==> config.mk <==
export PLATFORM = sky130hd
export DESIGN_NAME = pao_port
export DESIGN_NICKNAME = d
export VERILOG_FILES = /design/src/core/pao_pkg.sv /design/src/core/pao_conv_divider.sv /design/src/core/pao_delay_line.sv /design/src/core/pao_port.sv
export VERILOG_INCLUDE_DIRS = /design/src /design/src/core
export SDC_FILE = /design/constraint.sdc
export NUM_CORES = 1
export LEC_CHECK = 0
export ABC_AREA = 1
export BUFFER_PORTS_ARGS = -buffer_cell sky130_fd_sc_hd__buf_2
export CAP_MARGIN = 20
export CORE_AREA = 2 2 199 162
export DETAILED_ROUTE_END_ITERATION = 6
export DIE_AREA = 0 0 201 164
export PLACE_DENSITY = 0.72
export SLEW_MARGIN = 10
export SYNTH_ARGS = -nofsm -noshare
export SYNTH_HDL_FRONTEND = slang
export SYNTH_SLANG_ARGS = --single-unit
==> constraint.sdc <==
create_clock -name clk -period 3.4 [get_ports clk]
set_input_delay 0.17 -clock clk [delete_from_list [all_inputs] [get_ports clk]]
set_output_delay 0.17 -clock clk [all_outputs]
set_load 0.02 [all_outputs]
==> src/core/pao_defines.svh <==
// register offsets, field positions, reset values and counts for the adc output port
`ifndef PAO_DEFINES_SVH
`define PAO_DEFINES_SVH

// ----------------------------------------
// register byte offsets
// ----------------------------------------
`define PAO_ADDR_CTRL    8'h00
`define PAO_ADDR_STATUS  8'h04
`define PAO_ADDR_RESULT  8'h08
`define PAO_ADDR_COUNT   8'h0c
`define PAO_ADDR_DIV     8'h10

// ----------------------------------------
// field positions
// ----------------------------------------
`define PAO_CTRL_SIGNED   0
`define PAO_CTRL_RELEASE  1
`define PAO_CTRL_SLEEP    2
`define PAO_STAT_SLEEP    0
`define PAO_STAT_FILL     1
`define PAO_STAT_VALID    2

// ----------------------------------------
// reset values and counts
// ----------------------------------------
`define PAO_CTRL_RESET    3'h0
`define PAO_DIV_RESET     16'h000a
`define PAO_RES_WIDTH     14
`define PAO_LATENCY       10

// ----------------------------------------
// axi responses
// ----------------------------------------
`define PAO_RESP_OKAY     2'h0
`define PAO_RESP_DECERR   2'h3

`endif

==> src/core/pao_pkg.sv <==
// types shared by the adc output port modules
package pao_pkg;

	// converter operating mode
	typedef enum logic [1:0] {
		PAO_MODE_SLEEP,
		PAO_MODE_FILL,
		PAO_MODE_RUN
	} pao_mode_t;

endpackage

==> src/core/pao_conv_divider.sv <==
// divider that makes the one-cycle convert tick from the system clock
`timescale 1ns/1ps
`default_nettype none

module pao_conv_divider #(
	parameter int DIV_W = 16
) (
	// clock and reset
	input  wire logic             clk,
	input  wire logic             arst_n,
	// control
	input  wire logic             run,
	input  wire logic [DIV_W-1:0] period,
	// tick out
	output logic                  tick
);

	logic [DIV_W-1:0] cnt_q;
	logic [DIV_W-1:0] cnt_d;
	logic             wrap;

	// a period of zero or one both give a tick every clock
	assign wrap  = (cnt_q + DIV_W'(1)) >= period;
	assign cnt_d = wrap ? '0 : cnt_q + DIV_W'(1);
	assign tick  = run && wrap;

	// counter restarts while stopped so the first tick after wake is a full period away
	always_ff @(posedge clk or negedge arst_n) begin
		if (!arst_n) begin
			cnt_q <= '0;
		end else if (!run) begin
			cnt_q <= '0;
		end else begin
			cnt_q <= cnt_d;
		end
	end

endmodule

`default_nettype wire

==> src/core/pao_delay_line.sv <==
// fixed-length shift line that models the converter pipeline
`timescale 1ns/1ps
`default_nettype none

module pao_delay_line #(
	parameter int WIDTH = 15,
	parameter int DEPTH = 10
) (
	// clock and reset
	input  wire logic             clk,
	input  wire logic             arst_n,
	// control
	input  wire logic             shift_en,
	input  wire logic             flush,
	// data
	input  wire logic [WIDTH-1:0] din,
	output logic      [WIDTH-1:0] dout
);

	logic [WIDTH-1:0] stage_q [DEPTH];

	// every stage moves together on a convert tick; flush wipes valid marks too
	always_ff @(posedge clk or negedge arst_n) begin
		if (!arst_n) begin
			for (int i = 0; i < DEPTH; i++) begin
				stage_q[i] <= '0;
			end
		end else if (flush) begin
			for (int i = 0; i < DEPTH; i++) begin
				stage_q[i] <= '0;
			end
		end else if (shift_en) begin
			stage_q[0] <= din;
			for (int i = 1; i < DEPTH; i++) begin
				stage_q[i] <= stage_q[i-1];
			end
		end
	end

	assign dout = stage_q[DEPTH-1];

endmodule

`default_nettype wire

==> src/core/pao_port.sv <==
// adc output port: sample capture, pipeline, coding, output drive and axi4-lite registers
//
// The implementer's own choices: the address map and the AXI4-Lite slave port.
`timescale 1ns/1ps
`default_nettype none

`include "pao_defines.svh"

// Summary of operation
// A new sample is taken from the quantizer input on every convert tick, one per convert period.
// Each result reaches the output word exactly ten convert ticks after the tick that took it.
// Every result is driven as one fourteen-bit word whose bits all change together.
// Bit 13 of the word is the top result bit on the first line and bit 0 the bottom bit on the last.
// The signed coding select gives two's complement when high and offset binary when low, by flipping the top bit.
// While the release bit is high the data lines are not driven; while low they are driven.
// While the sleep request is high conversion stops; while low the converter runs normally.
// The sample valid strobe is high while the word on the output lines is a valid result.
// Capture logic samples the word once per convert period while the sample valid strobe is high; the capture model takes a word every clock instead.
module pao_port
	import pao_pkg::*;
#(
	parameter int RES_W   = `PAO_RES_WIDTH,
	parameter int LATENCY = `PAO_LATENCY,
	parameter int DIV_W   = 16
) (
	// clock and reset
	input  wire logic              clk,
	input  wire logic              arst_n,
	// quantizer input, raw offset binary code
	input  wire logic [RES_W-1:0]  sample_in,
	// parallel result lines
	output logic      [RES_W-1:0]  result_word,
	output logic                   result_oe,
	output logic                   sample_valid_strobe,
	// axi4-lite write address
	input  wire logic [7:0]        s_axi_awaddr,
	input  wire logic              s_axi_awvalid,
	output logic                   s_axi_awready,
	// axi4-lite write data
	input  wire logic [31:0]       s_axi_wdata,
	input  wire logic [3:0]        s_axi_wstrb,
	input  wire logic              s_axi_wvalid,
	output logic                   s_axi_wready,
	// axi4-lite write response
	output logic      [1:0]        s_axi_bresp,
	output logic                   s_axi_bvalid,
	input  wire logic              s_axi_bready,
	// axi4-lite read address
	input  wire logic [7:0]        s_axi_araddr,
	input  wire logic              s_axi_arvalid,
	output logic                   s_axi_arready,
	// axi4-lite read data
	output logic      [31:0]       s_axi_rdata,
	output logic      [1:0]        s_axi_rresp,
	output logic                   s_axi_rvalid,
	input  wire logic              s_axi_rready
);

	// ----------------------------------------
	// declarations
	// ----------------------------------------
	logic              signed_coding_select_q;
	logic              release_q;
	logic              sleep_request_q;
	logic [DIV_W-1:0]  div_q;
	logic [31:0]       count_q;
	pao_mode_t         mode_q;
	pao_mode_t         mode_d;

	logic              tick;
	logic              tick_d_q;
	logic [RES_W-1:0]  hold_q;
	logic              hold_valid_q;
	logic [RES_W-1:0]  coded;
	logic [RES_W:0]    pipe_in;
	logic [RES_W:0]    pipe_out;
	logic              pipe_valid;
	logic              flush;

	logic [7:0]        aw_addr_q;
	logic              aw_held_q;
	logic [31:0]       w_data_q;
	logic [3:0]        w_strb_q;
	logic              w_held_q;
	logic              wr_fire;
	logic              wr_ctrl;
	logic              wr_div;
	logic              wr_known;
	logic              rd_fire;
	logic              rd_known;
	logic [31:0]       rd_word;
	logic [31:0]       ctrl_word;
	logic [31:0]       status_word;

	// ----------------------------------------
	// convert clock and sample capture
	// ----------------------------------------

	// convert ticks are only made while awake, so sleep stops conversion outright
	pao_conv_divider #(
		.DIV_W (DIV_W)
	) u_div (
		.clk    (clk),
		.arst_n (arst_n),
		.run    (!sleep_request_q),
		.period (div_q),
		.tick   (tick)
	);

	// top bit flips for two's complement; offset binary passes straight through
	assign coded = signed_coding_select_q ?
		{~sample_in[RES_W-1], sample_in[RES_W-2:0]} : sample_in;

	// track-and-hold stage: one new sample per convert tick
	always_ff @(posedge clk or negedge arst_n) begin
		if (!arst_n) begin
			hold_q       <= '0;
			hold_valid_q <= 1'b0;
		end else if (flush) begin
			hold_valid_q <= 1'b0;
		end else if (tick) begin
			hold_q       <= coded;
			hold_valid_q <= 1'b1;
		end
	end

	// ----------------------------------------
	// pipeline
	// ----------------------------------------

	// hold stage plus LATENCY line stages: the word shows after the LATENCY-th tick, counting the capture tick as zero
	assign pipe_in = {hold_valid_q, hold_q};
	assign flush   = sleep_request_q;

	pao_delay_line #(
		.WIDTH (RES_W + 1),
		.DEPTH (LATENCY)
	) u_pipe (
		.clk      (clk),
		.arst_n   (arst_n),
		.shift_en (tick),
		.flush    (flush),
		.din      (pipe_in),
		.dout     (pipe_out)
	);

	assign pipe_valid = pipe_out[RES_W];

	// ----------------------------------------
	// output lines
	// ----------------------------------------

	// the whole word comes from one register stage, so no line can lead another
	assign result_word = pipe_out[RES_W-1:0];
	// the lines are always driven internally; only the enable follows the release bit
	assign result_oe   = !release_q;
	// gated with sleep so the strobe drops in the same cycle sleep is set
	assign sample_valid_strobe = pipe_valid && !sleep_request_q;

	// ----------------------------------------
	// mode tracking and word counter
	// ----------------------------------------

	// fill covers the ticks after wake before the first valid word is out
	always_comb begin
		mode_d = mode_q;
		unique case (mode_q)
			PAO_MODE_SLEEP: begin
				if (!sleep_request_q) begin
					mode_d = PAO_MODE_FILL;
				end
			end
			PAO_MODE_FILL: begin
				if (sleep_request_q) begin
					mode_d = PAO_MODE_SLEEP;
				end else if (pipe_valid) begin
					mode_d = PAO_MODE_RUN;
				end
			end
			PAO_MODE_RUN: begin
				if (sleep_request_q) begin
					mode_d = PAO_MODE_SLEEP;
				end
			end
		endcase
	end

	always_ff @(posedge clk or negedge arst_n) begin
		if (!arst_n) begin
			mode_q <= PAO_MODE_FILL;
		end else begin
			mode_q <= mode_d;
		end
	end

	// counts each valid word one clock after it lands; wraps silently
	always_ff @(posedge clk or negedge arst_n) begin
		if (!arst_n) begin
			tick_d_q <= 1'b0;
			count_q  <= '0;
		end else begin
			tick_d_q <= tick;
			if (tick_d_q && sample_valid_strobe) begin
				count_q <= count_q + 32'h1;
			end
		end
	end

	// ----------------------------------------
	// axi4-lite write path
	// ----------------------------------------

	// address and data are each held once taken, in either order
	assign s_axi_awready = !aw_held_q && !s_axi_bvalid;
	assign s_axi_wready  = !w_held_q && !s_axi_bvalid;
	assign wr_fire       = aw_held_q && w_held_q && !s_axi_bvalid;
	assign wr_ctrl       = wr_fire && (aw_addr_q == `PAO_ADDR_CTRL);
	assign wr_div        = wr_fire && (aw_addr_q == `PAO_ADDR_DIV);
	assign wr_known      = (aw_addr_q == `PAO_ADDR_CTRL) || (aw_addr_q == `PAO_ADDR_DIV) ||
		(aw_addr_q == `PAO_ADDR_STATUS) || (aw_addr_q == `PAO_ADDR_RESULT) ||
		(aw_addr_q == `PAO_ADDR_COUNT);

	always_ff @(posedge clk or negedge arst_n) begin
		if (!arst_n) begin
			aw_addr_q <= '0;
			aw_held_q <= 1'b0;
		end else if (s_axi_awvalid && s_axi_awready) begin
			aw_addr_q <= {s_axi_awaddr[7:2], 2'b00};
			aw_held_q <= 1'b1;
		end else if (wr_fire) begin
			aw_held_q <= 1'b0;
		end
	end

	always_ff @(posedge clk or negedge arst_n) begin
		if (!arst_n) begin
			w_data_q <= '0;
			w_strb_q <= '0;
			w_held_q <= 1'b0;
		end else if (s_axi_wvalid && s_axi_wready) begin
			w_data_q <= s_axi_wdata;
			w_strb_q <= s_axi_wstrb;
			w_held_q <= 1'b1;
		end else if (wr_fire) begin
			w_held_q <= 1'b0;
		end
	end

	// response is raised on the same edge as the register update
	always_ff @(posedge clk or negedge arst_n) begin
		if (!arst_n) begin
			s_axi_bvalid <= 1'b0;
			s_axi_bresp  <= `PAO_RESP_OKAY;
		end else if (wr_fire) begin
			s_axi_bvalid <= 1'b1;
			s_axi_bresp  <= wr_known ? `PAO_RESP_OKAY : `PAO_RESP_DECERR;
		end else if (s_axi_bready) begin
			s_axi_bvalid <= 1'b0;
		end
	end

	// control bits live in byte 0; the divider takes its two low bytes
	always_ff @(posedge clk or negedge arst_n) begin
		if (!arst_n) begin
			signed_coding_select_q <= 1'(`PAO_CTRL_RESET >> `PAO_CTRL_SIGNED);
			release_q              <= 1'b0;
			sleep_request_q        <= 1'b0;
			div_q                  <= DIV_W'(`PAO_DIV_RESET);
		end else begin
			if (wr_ctrl && w_strb_q[0]) begin
				signed_coding_select_q <= w_data_q[`PAO_CTRL_SIGNED];
				release_q              <= w_data_q[`PAO_CTRL_RELEASE];
				sleep_request_q        <= w_data_q[`PAO_CTRL_SLEEP];
			end
			if (wr_div && w_strb_q[0]) begin
				div_q[7:0] <= w_data_q[7:0];
			end
			if (wr_div && w_strb_q[1]) begin
				div_q[DIV_W-1:8] <= w_data_q[DIV_W-1:8];
			end
		end
	end

	// ----------------------------------------
	// axi4-lite read path
	// ----------------------------------------
	assign ctrl_word = {29'h0, sleep_request_q, release_q, signed_coding_select_q};
	assign status_word = {29'h0, sample_valid_strobe,
		mode_q == PAO_MODE_FILL, mode_q == PAO_MODE_SLEEP};
	assign rd_fire  = s_axi_arvalid && s_axi_arready;
	assign rd_known = (s_axi_araddr[7:2] <= (`PAO_ADDR_DIV >> 2));
	assign s_axi_arready = !s_axi_rvalid;

	// read mux; result reads the word as it stands on the lines
	always_comb begin
		rd_word = 32'h0;
		unique case ({s_axi_araddr[7:2], 2'b00})
			`PAO_ADDR_CTRL:   rd_word = ctrl_word;
			`PAO_ADDR_STATUS: rd_word = status_word;
			`PAO_ADDR_RESULT: rd_word = {{(32-RES_W-1){1'b0}}, pipe_out};
			`PAO_ADDR_COUNT:  rd_word = count_q;
			`PAO_ADDR_DIV:    rd_word = {{(32-DIV_W){1'b0}}, div_q};
			default:          rd_word = 32'h0;
		endcase
	end

	always_ff @(posedge clk or negedge arst_n) begin
		if (!arst_n) begin
			s_axi_rvalid <= 1'b0;
			s_axi_rdata  <= '0;
			s_axi_rresp  <= `PAO_RESP_OKAY;
		end else if (rd_fire) begin
			s_axi_rvalid <= 1'b1;
			s_axi_rdata  <= rd_word;
			s_axi_rresp  <= rd_known ? `PAO_RESP_OKAY : `PAO_RESP_DECERR;
		end else if (s_axi_rready) begin
			s_axi_rvalid <= 1'b0;
		end
	end

endmodule

`default_nettype wire

==> metrics.txt <==
Max-slew headroom=0.3049; fin crit share=0.9018; detailed placement HPWL=around 20000 um; DRC=0; start point of the worst hold path=s_axi_araddr[4]; final hold vios=0; n_diodes=0; synthesized netlist cell count=1597; TritonCTS clock tree=yes; final instance area=around 16000 um2; Reg area=about 7400 um2; Placed Cells incl. Taps=between 2000 and 2500; clock skew=approximately 0.0096 ns; VDD IR max=1314 uV; worst path bufs/invs=4; max cap viols=0; worst path required time=roughly 3.9 ns; initial core utilization=0.4455; Area growth, synth to finish=17.18%; Crit path arrival time=3.52 ns; CP startpoint=u_div.cnt_q[0]; Fmax=roughly 330 MHz; Final Core Density=0.5221; status=finished clean; Root Buffer=clkbuf_16; RSZ-0062 raised after global routing=false; Layout Cells excl Fill=approximately 2100; Nets=1775; Longest Clk Path Bufs=3; # setup viols final=0; Port Buffers=roughly 110; antenna violations before repair=0; vias per inst=5.339; filler instances=2857; CTS buffer count=30; Iteration-0 DRC Markers=1090; clock sink count=roughly 300; PD cells=between 1000 and 1500 nW/um2; dpl cell area=around 15000 um2; CP startpoint kind=flip-flop; std cell rows=just under 60; Syn Nets=1691; Yosys cell types=37; Final Total Pwr=around 18000 uW; GRT Util Overall=0.1975; most used cells in the layout excluding fill and tap cells=nand2_1, dfrtp_1, nand3_1; largest net degree at the start of global routing=roughly 170; layout cells sized above 1=0.1238; Die H=about 160 um; endpoint class of the critical path=flip-flop; HP Class=in -> reg; worst path cell trace=ha_1 -> nand2_1 -> nor2_2 -> nand3_1 -> nor2_2 -> inv_1 -> nand2_1 -> inv_1 -> ha_1 -> nand2_1 -> inv_1 -> nand2_1 -> nor2_1 -> nor2_1 -> nand2_1 -> nand2_4 -> nand2_4 -> nand2_1 -> buf_12 -> nand2_1 -> nand2_1; Skew-Pair Late Insertion Delay=between 0.5 and 0.6 ns; DR vias=11350; routed len/inst=15.16 um; Slew Viols, Final=0; routability cong.=just under 0.9; Yosys reg bits=approximately 300; commonest non-fill, non-tap cell in the layout=nand2_1; clock-pin slew on the worst setup and hold paths=0.06 ns; vias in the first global route=10670; min cycle time layout=slightly above 3 ns; Critical-path top delay cell=dfrtp_1; Core Region=30990 um2; Total Neg Setup Slack=0 ns; Mapped Area=approximately 14000 um2; maximum fanout along the worst path=13; crit-path max cell delay=roughly 0.4 ns; footprint of the multi-input gates=approximately 5300 um2; most used cell, CP=nand2_1; H-tree levels=1; Routed Antenna Nets=0; IO Pins=130; Ys Warns=0; final WL=32210 um; CP delay by family, top=simple AND/OR/NAND/NOR gates; Congestion Overflow GR=0; reg2reg start=u_div.cnt_q[0]; synthesized area per cell=between 8 and 9 um2; Worst-Margin Slew=1.043 ns; sequential area share after synthesis=0.5386; Die Width=roughly 200 um; TritonRoute pass-1 iters=5; P_leak=just over 0.008 uW; DIE AREA=32960 um2; critical path type=reg -> reg; first-pass GRT wire length=roughly 54000 um
[cell type report]
class                   count  share of cell area
clock buffers              42             0.05360
clock inverters            14             0.01632
inverters                 124             0.02923
multi-input cells        1056              0.3288
flip-flops and latches    297              0.4596
well taps                 420             0.03248
repair buffers            172             0.07989
[through the flow]
| stage | hold slack [ns] | setup slack (ns) |
|---|---|---|
| after detailed placement | 0.2773 | 0.2508 |
| after global placement | 0.2802 | 0.3794 |
| after CTS | 0.01118 | 0.2528 |
| after global routing | 0.05934 | 0.01849 |
| after floorplan | -0.1256 | 0.8762 |
| final | 0.03530 | 0.3337 |
[registers in the layout, indices dropped and copies added (netlist names), 2 cells and up]
signal,flops
div_q,16
aw_addr_q,6
mode_q,2
w_strb_q,2
count_q,32
s_axi_rdata,32
w_data_q,16
u_pipe.dout,15
u_div.cnt_q,16
u_pipe.stage_q,135
hold_q,14
[final timing paths]
kind,end,slack [ns],depth (start not counted)
setup reg to reg,hold_q[5],0.33,21
hold / removal,s_axi_rresp[0],0.04,5
max in group asynchronous,u_pipe.stage_q[55],2.23,3
min in group asynchronous,count_q[22],0.23,2
hold reg to reg,hold_q[4],0.47,2
setup / recovery,hold_q[5],0.33,21
[kinds of logic (layout without fill, tap and decap cells)]
kind of cell               Yosys count  after routing  share of synthesized area
DFF                                297            297                     0.5386
xor gates and xnor gates            31             31                    0.01967
muxes                                5              5                   0.004078
and+or+nand+nor                    894            894                     0.2981
buffers and inverters              244            352                    0.07713
adders and majority gates           21             21                    0.01903
AOI/OAI and AO/OA                  105            105                    0.04341
[routing by layer]
metal  part of all wire  wire (um)  GRT usage
met3              0.043       1391    0.02937
met2               0.45      14430     0.2985
met1               0.49      15630     0.2981
met4              0.024        758    0.05051
met5                  0          0          0
[where the power goes]
group | switching [uW] | total (uW) | internal, uW | leakage (uW)
clock network | 1410 | 3720 | 2310 | 0.000541
registers | 563 | 5240 | 4680 | 0.00389
logic | 5910 | 8580 | 2670 | 0.00381
total | 7880 | 17500 | 9660 | 0.00824
[Yosys cell counts, drive strengths merged]
library cell / n / share of area
dfrtp: 294 / 0.53
nor3: 19 / 0.0081
ha: 21 / 0.019
nand4: 164 / 0.074
o211ai: 2 / 0.0011
o22ai: 5 / 0.0023
nand2: 412 / 0.11
nor2: 98 / 0.029
xor2: 30 / 0.019
or2: 2 / 0.00091
o21bai: 1 / 0.00054
mux2: 5 / 0.0041
nand3b: 1 / 0.00054
a22oi: 2 / 0.0011
o31ai: 13 / 0.0071
buf: 70 / 0.030
a21oi: 35 / 0.013
o221ai: 5 / 0.0032
clkbuf: 50 / 0.014
o21ai: 41 / 0.015
nand3: 196 / 0.071
a31o: 1 / 0.00063
xnor2: 1 / 0.00063
nor2b: 2 / 0.00091
inv: 124 / 0.034
dfstp: 3 / 0.0057
[what timing repair did]
item | CTS | global route
endpoints found under the setup margin | 0 | 76
hold buffers | 41 | 0
gates resized for setup | 0 | 6
hold endpoints to repair | 142 | 0
buffers inserted | 0 | 1
[worst reg2reg max path: stages, from the launching register on]
cell and delay [ns]:
dfrtp_1 0.40, ha_1 0.20, nand2_1 0.07, nor2_2 0.21
nand3_1 0.20, nor2_2 0.17, inv_1 0.07, nand2_1 0.09
inv_1 0.05, ha_1 0.26, nand2_1 0.05, inv_1 0.06
nand2_1 0.06, nor2_1 0.11, nor2_1 0.05, nand2_1 0.09
nand2_4 0.13, nand2_4 0.16, nand2_1 0.19, buf_12 0.24
nand2_1 0.06, nand2_1 0.05
No activity file was read; power rests on OpenSTA's default activity.
